File: src/mid_pkg.sv
// Constants, opcode patterns and control enums for the 14-bit instruction decoder.
// Assumes a single clock domain; no register bus.
package mid_pkg;

	// ****************************************
	// Widths
	// ****************************************
	localparam int INSN_W = 14;
	localparam int DATA_W = 8;
	localparam int FADDR_W = 7;

	// ****************************************
	// Field positions
	// ****************************************
	localparam int DEST_BIT = 7;
	localparam int BIT_LSB = 7;
	localparam int CALL_W = 11;

	// ****************************************
	// Fixed words
	// ****************************************
	localparam logic [13:0] WORD_STANDBY = 14'h0063;
	localparam logic [13:0] WORD_CLRWDOG = 14'h0064;
	localparam logic [13:0] WORD_RETURN = 14'h0008;
	localparam logic [13:0] WORD_RETINT = 14'h0009;

	// ****************************************
	// Port and timer0 file addresses (bank-low view)
	// ****************************************
	localparam logic [6:0] ADDR_TIMER0_COUNT = 7'h01;
	localparam logic [6:0] ADDR_PORT_LO = 7'h05;
	localparam logic [6:0] ADDR_PORT_HI = 7'h09;

	// ****************************************
	// Operation codes
	// ****************************************
	typedef enum logic [5:0] {
		OP_NOP, OP_MOVWF, OP_CLR, OP_SUB, OP_DEC, OP_OR, OP_AND, OP_XOR,
		OP_ADD, OP_MOVF, OP_COM, OP_INC, OP_DECSZ, OP_RR, OP_RL, OP_SWAP,
		OP_INCSZ, OP_BCF, OP_BSF, OP_BTSC, OP_BTSS, OP_CALL, OP_GOTO,
		OP_MOVLW, OP_RETURN_LOADING_LITERAL, OP_ORLW, OP_ANDLW, OP_XOR_LITERAL_INTO_WREG, OP_SUBTRACT_FROM_LITERAL, OP_ADDLW,
		OP_RETURN, OP_RETFIE, OP_CLEAR_WATCHDOG, OP_SLEEP, OP_BAD
	} mid_op_t;

	// ****************************************
	// Execution state
	// ****************************************
	typedef enum logic [1:0] {
		ST_EXEC = 2'b01,
		ST_IDLE = 2'b10
	} mid_state_t;

endpackage : mid_pkg

File: src/mid_dec_if.sv
// Carries decoded fields between the field decoder and the execute stage.
// Assumes both ends share one clock.
`timescale 1ns/1ns
`default_nettype none
interface mid_dec_if;
	import mid_pkg::*;
	logic [13:0] insn;
	mid_op_t     op;
	logic [6:0]  fAddr;
	logic        dest;
	logic [2:0]  bitSel;
	logic [7:0]  lit;
	logic [10:0] target;
	modport dec (input insn, output op, fAddr, dest, bitSel, lit, target);
	modport exe (output insn, input op, fAddr, dest, bitSel, lit, target);
endinterface : mid_dec_if
`default_nettype wire

File: src/mid_decode_top.sv
// Decode and execute stage of the 14-bit instruction core.
// Assumes insnValid words from program memory; file data read combinationally.
`timescale 1ns/1ns
`default_nettype none
module mid_decode_top
	import mid_pkg::*;
(
	// Clock and reset
	input  wire logic        clk,
	input  wire logic        rstn,
	// Instruction in
	input  wire logic        insnValid,
	input  wire logic [13:0] insnWord,
	// File register read data
	input  wire logic [7:0]  fileRdData,
	input  wire logic [7:0]  portPins,
	// Timer0 prescaler assignment (1 = watchdog)
	input  wire logic        prescToWdog,
	// File write
	output logic             fileWrEn_ff,
	output logic [6:0]       fileAddr_ff,
	output logic [7:0]       fileWrData_ff,
	// Core state
	output logic [7:0]       wreg_ff,
	output logic             carry_ff,
	output logic             halfByteCarry_ff,
	output logic             zero_ff,
	output logic             watchdogExpiryFlag_ff,
	output logic             standbyEnteredFlag_ff,
	// Control outputs
	output logic             pcLoad_ff,
	output logic [10:0]      pcTarget_ff,
	output logic             stackPush_ff,
	output logic             stackPop_ff,
	output logic             idleCycle_ff,
	output logic             standbyReq_ff,
	output logic             watchdogClear_ff,
	output logic             prescClear_ff
);
	mid_dec_if d ();
	mid_state_t state_ff;
	logic [7:0] src, res;
	logic [8:0] sum;
	logic [4:0] hsum;
	logic selBit, skip, toFile, toW, setZ, setC, setDC, pcMod, busy;
	logic [7:0] pinMeta_ff, pinSync_ff;

	assign d.insn = insnWord;
	mid_field_dec u_dec (.d(d));

	// Two-flop pin synchroniser
	always_ff @(posedge clk or negedge rstn)
	begin
		if (!rstn)
			{pinSync_ff, pinMeta_ff} <= 16'h0000;
		else
			{pinSync_ff, pinMeta_ff} <= {pinMeta_ff, portPins};
	end

	// Port registers read from the pins
	assign src = (d.fAddr >= ADDR_PORT_LO && d.fAddr <= ADDR_PORT_HI) ? pinSync_ff : fileRdData;
	assign selBit = src[d.bitSel];
	assign busy = (state_ff != ST_EXEC);

	// ****************************************
	// Arithmetic and result select
	// ****************************************
	always_comb
	begin
		res = 8'h00;
		sum = 9'h000;
		hsum = 5'h00;
		skip = 1'b0;
		toFile = 1'b0;
		toW = 1'b0;
		setZ = 1'b0;
		setC = 1'b0;
		setDC = 1'b0;
		pcMod = 1'b0;
		case (d.op)
			OP_OR, OP_AND, OP_XOR, OP_MOVF, OP_COM, OP_DEC, OP_INC, OP_SWAP,
			OP_RL, OP_RR, OP_DECSZ, OP_INCSZ, OP_ADD, OP_SUB:
			begin
				toFile = d.dest;
				toW = !d.dest;
				setZ = 1'b1;
				case (d.op)
					OP_OR: res = wreg_ff | src;
					OP_AND: res = wreg_ff & src;
					OP_XOR: res = wreg_ff ^ src;
					OP_MOVF: res = src;
					OP_COM: res = ~src;
					OP_SWAP:
					begin
						res = {src[3:0], src[7:4]};
						setZ = 1'b0;
					end
					OP_RL:
					begin
						res = {src[6:0], carry_ff};
						sum = {src[7], 8'h00};
						setZ = 1'b0;
						setC = 1'b1;
					end
					OP_RR:
					begin
						res = {carry_ff, src[7:1]};
						sum = {src[0], 8'h00};
						setZ = 1'b0;
						setC = 1'b1;
					end
					OP_ADD:
					begin
						sum = {1'b0, src} + {1'b0, wreg_ff};
						hsum = {1'b0, src[3:0]} + {1'b0, wreg_ff[3:0]};
						res = sum[7:0];
						setC = 1'b1;
						setDC = 1'b1;
					end
					OP_SUB:
					begin
						sum = {1'b0, src} + {1'b0, ~wreg_ff} + 9'h001;
						hsum = {1'b0, src[3:0]} + {1'b0, ~wreg_ff[3:0]} + 5'h01;
						res = sum[7:0];
						setC = 1'b1;
						setDC = 1'b1;
					end
					OP_DEC, OP_DECSZ: res = src - 8'h01;
					default: res = src + 8'h01;
				endcase
				if (d.op == OP_DECSZ || d.op == OP_INCSZ)
				begin
					setZ = 1'b0;
					skip = (res == 8'h00);
				end
			end
			OP_CLR:
			begin
				toFile = d.dest;
				toW = !d.dest;
				setZ = 1'b1;
			end
			OP_MOVWF:
			begin
				res = wreg_ff;
				toFile = 1'b1;
			end
			OP_BCF, OP_BSF:
			begin
				res = src;
				res[d.bitSel] = (d.op == OP_BSF);
				toFile = 1'b1;
			end
			OP_BTSC: skip = !selBit;
			OP_BTSS: skip = selBit;
			OP_MOVLW, OP_RETURN_LOADING_LITERAL:
			begin
				res = d.lit;
				toW = 1'b1;
				pcMod = (d.op == OP_RETURN_LOADING_LITERAL);
			end
			OP_ORLW, OP_ANDLW, OP_XOR_LITERAL_INTO_WREG:
			begin
				res = (d.op == OP_ORLW) ? (wreg_ff | d.lit) :
					(d.op == OP_XOR_LITERAL_INTO_WREG) ? (wreg_ff ^ d.lit) : (wreg_ff & d.lit);
				toW = 1'b1;
				setZ = 1'b1;
			end
			OP_SUBTRACT_FROM_LITERAL, OP_ADDLW:
			begin
				sum = (d.op == OP_SUBTRACT_FROM_LITERAL) ? ({1'b0, d.lit} + {1'b0, ~wreg_ff} + 9'h001)
					: ({1'b0, d.lit} + {1'b0, wreg_ff});
				hsum = (d.op == OP_SUBTRACT_FROM_LITERAL) ? ({1'b0, d.lit[3:0]} + {1'b0, ~wreg_ff[3:0]} + 5'h01)
					: ({1'b0, d.lit[3:0]} + {1'b0, wreg_ff[3:0]});
				res = sum[7:0];
				toW = 1'b1;
				setZ = 1'b1;
				setC = 1'b1;
				setDC = 1'b1;
			end
			OP_CALL, OP_GOTO, OP_RETURN, OP_RETFIE: pcMod = 1'b1;
			default: res = 8'h00;
		endcase
	end

	// ****************************************
	// Cycle state: taken skip or PC change adds an idle cycle
	// ****************************************
	always_ff @(posedge clk or negedge rstn)
	begin
		if (!rstn)
			state_ff <= ST_EXEC;
		else
		begin
			case (state_ff)
				ST_EXEC: if (insnValid && (skip || pcMod)) state_ff <= ST_IDLE;
				ST_IDLE: state_ff <= ST_EXEC;
				default: state_ff <= ST_EXEC;
			endcase
		end
	end

	// ****************************************
	// File write and working register
	// ****************************************
	always_ff @(posedge clk or negedge rstn)
	begin
		if (!rstn)
		begin
			fileWrEn_ff <= 1'b0;
			fileAddr_ff <= 7'h00;
			fileWrData_ff <= 8'h00;
			wreg_ff <= 8'h00;
		end
		else
		begin
			fileWrEn_ff <= insnValid && !busy && toFile;
			fileAddr_ff <= d.fAddr;
			fileWrData_ff <= res;
			if (insnValid && !busy && toW)
				wreg_ff <= res;
		end
	end

	// ****************************************
	// Arithmetic flags
	// ****************************************
	always_ff @(posedge clk or negedge rstn)
	begin
		if (!rstn)
		begin
			carry_ff <= 1'b0;
			halfByteCarry_ff <= 1'b0;
			zero_ff <= 1'b0;
		end
		else if (insnValid && !busy)
		begin
			if (setZ)
				zero_ff <= (res == 8'h00);
			if (setC)
				carry_ff <= sum[8];
			if (setDC)
				halfByteCarry_ff <= hsum[4];
		end
	end

	// ****************************************
	// Watchdog, standby and prescaler side effects
	// ****************************************
	always_ff @(posedge clk or negedge rstn)
	begin
		if (!rstn)
		begin
			watchdogExpiryFlag_ff <= 1'b1;
			standbyEnteredFlag_ff <= 1'b1;
			standbyReq_ff <= 1'b0;
			watchdogClear_ff <= 1'b0;
			prescClear_ff <= 1'b0;
		end
		else
		begin
			standbyReq_ff <= insnValid && !busy && d.op == OP_SLEEP;
			watchdogClear_ff <= insnValid && !busy && (d.op == OP_SLEEP || d.op == OP_CLEAR_WATCHDOG);
			prescClear_ff <= insnValid && !busy && (((d.op == OP_SLEEP || d.op == OP_CLEAR_WATCHDOG) && prescToWdog)
				|| (toFile && d.fAddr == ADDR_TIMER0_COUNT && !prescToWdog));
			if (insnValid && !busy && d.op == OP_CLEAR_WATCHDOG)
			begin
				watchdogExpiryFlag_ff <= 1'b1;
				standbyEnteredFlag_ff <= 1'b1;
			end
			else if (insnValid && !busy && d.op == OP_SLEEP)
			begin
				watchdogExpiryFlag_ff <= 1'b1;
				standbyEnteredFlag_ff <= 1'b0;
			end
		end
	end

	// ****************************************
	// Program counter and idle marker
	// ****************************************
	always_ff @(posedge clk or negedge rstn)
	begin
		if (!rstn)
		begin
			pcLoad_ff <= 1'b0;
			pcTarget_ff <= 11'h000;
			stackPush_ff <= 1'b0;
			stackPop_ff <= 1'b0;
			idleCycle_ff <= 1'b0;
		end
		else
		begin
			pcLoad_ff <= insnValid && !busy && (d.op == OP_CALL || d.op == OP_GOTO);
			pcTarget_ff <= d.target;
			stackPush_ff <= insnValid && !busy && d.op == OP_CALL;
			stackPop_ff <= insnValid && !busy && (d.op == OP_RETURN || d.op == OP_RETFIE || d.op == OP_RETURN_LOADING_LITERAL);
			idleCycle_ff <= busy;
		end
	end

	// ****************************************
	// Checks
	// ****************************************
	a_skip_idle: assert property (@(posedge clk) disable iff (!rstn)
		(insnValid && !busy && skip) |=> (state_ff == ST_IDLE) ##1 idleCycle_ff)
		else $error("taken skip did not idle");
	a_return_loading_literal_two: assert property (@(posedge clk) disable iff (!rstn)
		(insnValid && !busy && d.op == OP_RETURN_LOADING_LITERAL) |=> stackPop_ff && wreg_ff == $past(d.lit) ##1 idleCycle_ff)
		else $error("return with literal wrong");
	a_or_zero: assert property (@(posedge clk) disable iff (!rstn)
		(insnValid && !busy && d.op == OP_ORLW) |=> zero_ff == (wreg_ff == 8'h00) && $stable(carry_ff))
		else $error("literal OR flags wrong");
	a_rl_carry: assert property (@(posedge clk) disable iff (!rstn)
		(insnValid && !busy && d.op == OP_RL) |=> carry_ff == $past(src[7]) && $stable(zero_ff))
		else $error("rotate left carry wrong");
	a_decsz_flags: assert property (@(posedge clk) disable iff (!rstn)
		(insnValid && !busy && d.op == OP_DECSZ) |=> $stable(zero_ff) && $stable(carry_ff))
		else $error("decrement skip touched flags");
	a_sleep_flags: assert property (@(posedge clk) disable iff (!rstn)
		(insnValid && !busy && d.op == OP_SLEEP) |=> !standbyEnteredFlag_ff && watchdogExpiryFlag_ff && watchdogClear_ff)
		else $error("standby flags wrong");
	a_clear_watchdog_presc: assert property (@(posedge clk) disable iff (!rstn)
		(insnValid && !busy && d.op == OP_CLEAR_WATCHDOG && prescToWdog) |=> prescClear_ff && watchdogClear_ff)
		else $error("prescaler not cleared");
	a_dest_route: assert property (@(posedge clk) disable iff (!rstn)
		(insnValid && !busy && d.op == OP_XOR && !d.dest) |=> !fileWrEn_ff)
		else $error("destination zero wrote file");
	c_skip: cover property (@(posedge clk) disable iff (!rstn) insnValid && !busy && skip);
	c_call: cover property (@(posedge clk) disable iff (!rstn) insnValid && !busy && d.op == OP_CALL);
	c_sleep: cover property (@(posedge clk) disable iff (!rstn) standbyReq_ff);
endmodule : mid_decode_top
`default_nettype wire

File: src/mid_field_dec.sv
// Combinational field decoder for 14-bit instruction words.
// Assumes the word is stable for the cycle it is decoded in.
`timescale 1ns/1ns
`default_nettype none
module mid_field_dec
	import mid_pkg::*;
(
	// Decoded word
	mid_dec_if.dec d
);
	logic [13:0] w;
	assign w = d.insn;
	assign d.fAddr = w[FADDR_W-1:0];
	assign d.dest = w[DEST_BIT];
	assign d.bitSel = w[BIT_LSB+2:BIT_LSB];
	assign d.lit = w[DATA_W-1:0];
	assign d.target = w[CALL_W-1:0];

	// ****************************************
	// Opcode pattern match
	// ****************************************
	always_comb
	begin
		d.op = OP_BAD;
		case (w[13:12])
			2'b00:
			begin
				case (w[11:8])
					4'h0:
					begin
						if (w[7])
							d.op = OP_MOVWF;
						else if (w == WORD_CLRWDOG)
							d.op = OP_CLEAR_WATCHDOG;
						else if (w == WORD_STANDBY)
							d.op = OP_SLEEP;
						else if (w == WORD_RETURN)
							d.op = OP_RETURN;
						else if (w == WORD_RETINT)
							d.op = OP_RETFIE;
						else if (w[4:0] == 5'h00)
							d.op = OP_NOP;
					end
					4'h1: d.op = OP_CLR;
					4'h2: d.op = OP_SUB;
					4'h3: d.op = OP_DEC;
					4'h4: d.op = OP_OR;
					4'h5: d.op = OP_AND;
					4'h6: d.op = OP_XOR;
					4'h7: d.op = OP_ADD;
					4'h8: d.op = OP_MOVF;
					4'h9: d.op = OP_COM;
					4'hA: d.op = OP_INC;
					4'hB: d.op = OP_DECSZ;
					4'hC: d.op = OP_RR;
					4'hD: d.op = OP_RL;
					4'hE: d.op = OP_SWAP;
					default: d.op = OP_INCSZ;
				endcase
			end
			2'b01:
			begin
				case (w[11:10])
					2'b00: d.op = OP_BCF;
					2'b01: d.op = OP_BSF;
					2'b10: d.op = OP_BTSC;
					default: d.op = OP_BTSS;
				endcase
			end
			2'b10: d.op = w[11] ? OP_GOTO : OP_CALL;
			default:
			begin
				casez (w[11:8])
					4'b00??: d.op = OP_MOVLW;
					4'b01??: d.op = OP_RETURN_LOADING_LITERAL;
					4'b1000: d.op = OP_ORLW;
					4'b1001: d.op = OP_ANDLW;
					4'b1010: d.op = OP_XOR_LITERAL_INTO_WREG;
					4'b110?: d.op = OP_SUBTRACT_FROM_LITERAL;
					4'b111?: d.op = OP_ADDLW;
					default: d.op = OP_BAD;
				endcase
			end
		endcase
	end
endmodule : mid_field_dec
`default_nettype wire

File: config.mk
export PLATFORM = sky130hd
export DESIGN_NAME = mid_decode_top
export DESIGN_NICKNAME = d
export VERILOG_FILES = /design/src/mid_pkg.sv /design/src/mid_dec_if.sv /design/src/mid_decode_top.sv /design/src/mid_field_dec.sv
export SDC_FILE = /design/constraint.sdc
export NUM_CORES = 1
export LEC_CHECK = 0
export BUFFER_PORTS_ARGS = -buffer_cell sky130_fd_sc_hd__buf_4
export CAP_MARGIN = 20
export CORE_ASPECT_RATIO = 1.25
export CORE_MARGIN = 1.5
export CORE_UTILIZATION = 50
export CTS_CLUSTER_DIAMETER = 80
export DETAILED_ROUTE_END_ITERATION = 10
export PLACE_DENSITY = 0.7
export SLEW_MARGIN = 10
export SYNTH_ARGS = -nofsm -noshare
export SYNTH_HDL_FRONTEND = slang
export SYNTH_SLANG_ARGS = --single-unit
File: constraint.sdc
create_clock -name clk -period 10.6 [get_ports clk]
set_clock_uncertainty 0.2 [all_clocks]
set_input_delay 0.53 -clock clk [delete_from_list [all_inputs] [get_ports clk]]
set_output_delay 0.53 -clock clk [all_outputs]
set_load 0.03 [all_outputs]
==> flow_summary.json <==
{
  "status": "finished clean",
  "ctsResizeCount": 0,
  "worstSkewPairLatency_ns": 0.35,
  "end_kind": "flip-flop",
  "worst_slack_ns": 4.64,
  "clk_pin_slew_worst_paths_ns": 0.06,
  "numCtsBuffers": 9,
  "synthTopCellsByArea": "dfrtp_1, ha_1, a21oi_1",
  "fillers": 1158,
  "rsz0062_at_grt": "false",
  "pre_cts_ws_ns": 4.46,
  "cp_data_arrival_time_ns": 6.01,
  "crit_start": "insnWord[10]",
  "synth_cell_types": 95,
  "startpoint_type": "input pin",
  "wl_um": 28700,
  "r2r_setup_slack_ns": 5.93,
  "antennaDiodeCount": 0,
  "worst_pin_slew_ns": 1.15,
  "crit-reg2reg-capture": "zero_ff$_DFFE_PN0P_",
  "synthesis.area_um2": 6410,
  "synth_edf_count": 0,
  "syn_area_per_cell_um2": 8.22,
  "slew_viol_final": 0,
  "maxCapViolCount": 0,
  "finalSetupViolCount": 0,
  "cts_tree": "yes",
  "ir_worst_vdd_mv": 0.173,
  "regArea_um2": 1430,
  "power.density_nw_per_um2": 205,
  "syn_nets": 881,
  "worstRegToRegCells": 12,
  "ios": 81,
  "synthDominantCellAreaShare": 0.215,
  "dpl.hpwl_um": 21200,
  "via_per_inst": 7.32,
  "crit_end": "zero_ff$_DFFE_PN0P_",
  "hp-class": "input pin to async pin",
  "vias": 7392,
  "hold_viol_final": 0,
  "coreArea_um2": 12600,
  "cp_slowest_cell": "a211oi_2",
  "grt_pass1_wl_um": 43300,
  "critPathRequiredTime_ns": 10.65,
  "synth_cells": 780,
  "relSlewSlack": 0.228,
  "timing.setup.tns_ns": 0,
  "async_flop_share": 1.00,
  "initial_core_util": 0.509,
  "rows": 46,
  "cts_sinks": 57,
  "ys.flop_type": "dfrtp_1",
  "antenna_found_initial": 0,
  "die_w_um": 104,
  "grt_pass1_vias": 7081,
  "yosysSeqAreaShare": 0.223,
  "cts_max_path_buffers": 2,
  "totalPowerFinal_mw": 1.52,
  "nets": 938,
  "grt_max_degree": 58,
  "crit_type": "input pin to flip-flop",
  "r2r_start": "wreg_ff[1]$_DFFE_PN0P_",
  "dr.pass1.iters": 6,
  "multi_input_area_um2": 4580,
  "grt-ovfl-total": 0,
  "post_cts_buffers": 0,
  "fmax_ghz": 0.168,
  "port_buffers": 79,
  "cpPeakStageDelay_ns": 0.74,
  "yosys_warnings": 0,
  "grt_usage": 0.430,
  "fin_crit_sh": 0.562,
  "die_h_um": 130,
  "holdBufCountCts": 0,
  "ys_ff_latch": 57,
  "htreeDepth": 3,
  "final_cell_mix": "buf_4, a21oi_1, ha_1",
  "mostFrequentLayoutCell": "buf_4",
  "fin_crit_ns": 5.96,
  "syn2layout_area_growth_pct": 15.6,
  "drive_above_1_share": 0.176,
  "synth_area_leader_cell": "dfrtp_1",
  "die-area_um2": 13500,
  "gp_congestion": 1.19,
  "drc": 0,
  "cp_max_fo": 21,
  "leakagePower_nw": 3.30,
  "drt-initial-drc-count": 1077,
  "root_buffer": "clkbuf_16",
  "worstPathCellList": "buf_4 -> inv_1 -> ha_1 -> or3_1 -> o21ai_1 -> a21oi_1 -> buf_4 -> a211oi_2 -> and3_1 -> ha_1 -> a41oi_1 -> a21oi_1 -> nor3_1 -> xor2_1 -> o221ai_1 -> a2111o_1 -> or4b_1 -> o31ai_2",
  "antenna_left": 0,
  "post_drt_wl_per_cell_um": 28.4
}
==> sequential cells by signal (all words and copies together), names as in the netlist, 2 cells and up <==
signal,flops
pinMeta_ff,8
state_ff,2
pinSync_ff,8
fileWrData_ff,8
wreg_ff,8
pcTarget_ff,11
==> cell usage after synthesis (5+ instances only) <==
cell type,n
a211o_1,9
a211oi_1,15
a21o_1,13
a21oi_1,63
a221o_1,5
a221oi_1,8
a22o_1,5
a22oi_1,9
a31oi_1,7
a32oi_1,6
and2_1,9
and3_1,9
buf_2,12
buf_4,11
clkbuf_1,26
dfrtp_1,55
fa_1,5
ha_1,62
inv_1,38
mux2i_1,12
nand2_1,45
nand2b_1,6
nand3_1,31
nand4_1,7
nor2_1,54
nor2b_1,7
nor3_1,24
nor4_1,6
o211ai_1,14
o21a_1,8
o21ai_0,43
o21ai_1,8
o221ai_1,5
o22ai_1,17
or3_1,7
xnor2_1,12
xor2_1,6
==> stage by stage <==
stage | hold WS [ns] | instances | util | cell area (um2)
2_1_floorplan | 0.0344 | 780 | - | 6410
3_3_place_gp | 0.132 | 994 | 0.564 | 7100
6_report | 0.0449 | 1010 | 0.588 | 7410
3_5_place_dp | 0.135 | 994 | 0.564 | 7100
4_1_cts | 0.0823 | 1010 | 0.588 | 7410
5_1_grt | 0.0853 | 1010 | 0.588 | 7410
==> worst min path at each step <==
stage / startpoint / end / slack, ns / depth (start not counted)
6_report: rstn / pcTarget_ff[1]$_DFF_PN0_ / 0.04 / 1
3_3_place_gp: pinMeta_ff[1]$_DFF_PN0_ / pinSync_ff[1]$_DFF_PN0_ / 0.13 / 0
4_1_cts: rstn / wreg_ff[6]$_DFFE_PN0P_ / 0.08 / 1
3_5_place_dp: pinMeta_ff[0]$_DFF_PN0_ / pinSync_ff[0]$_DFF_PN0_ / 0.13 / 0
5_1_grt: portPins[2] / pinMeta_ff[2]$_DFF_PN0_ / 0.09 / 1
2_1_floorplan: rstn / carry_ff$_DFFE_PN0P_ / 0.03 / 0
==> final cells by class <==
type | count | share of cell area
clock buffer | 9 | 0.0304
sequential | 57 | 0.193
tap | 168 | 0.0283
clock inverter | 7 | 0.0115
inverter | 40 | 0.0202
multi-input combinational | 631 | 0.618
timing repair buffer | 98 | 0.0992
==> metal layers <==
layer,global-route usage,up-vias,share of wire
met3,0.0951,195,0.12
met1,0.512,3459,0.35
met5,0,-,0
met2,0.678,659,0.44
met4,0.333,0,0.093
li1,-,3079,-
==> critical path, delay by kind of cell <==
family | cells | cell delay [ns]
XOR/XNOR | 1 | 0.19
AND/OR/NAND/NOR | 4 | 1.71
buffers and inverters | 3 | 0.43
adder cells (fa/ha/maj) | 2 | 0.62
AO/OA/AOI/OAI | 8 | 2.51
==> power breakdown <==
group          leakage, nW  internal (mW)  switching (mW)  total (mW)
logic                 2.46          0.309           0.579       0.888
clock network        0.153          0.187           0.132       0.319
registers            0.694          0.257          0.0569       0.314
total                 3.30          0.753           0.767        1.52
==> cells by family after synthesis <==
| kind of cell | count (synthesis) | share of synthesized area |
|---|---|---|
| AND/OR/NAND/NOR | 227 | 0.182 |
| AO/OA/AOI/OAI | 300 | 0.338 |
| other | 1 | 0.000585 |
| multiplexers | 18 | 0.0314 |
| XOR/XNOR | 18 | 0.0246 |
| buffers and inverters | 92 | 0.0638 |
| flip-flops | 57 | 0.223 |
| adder cells (fa/ha/maj) | 67 | 0.137 |
(Power assumes the default switching activity.)
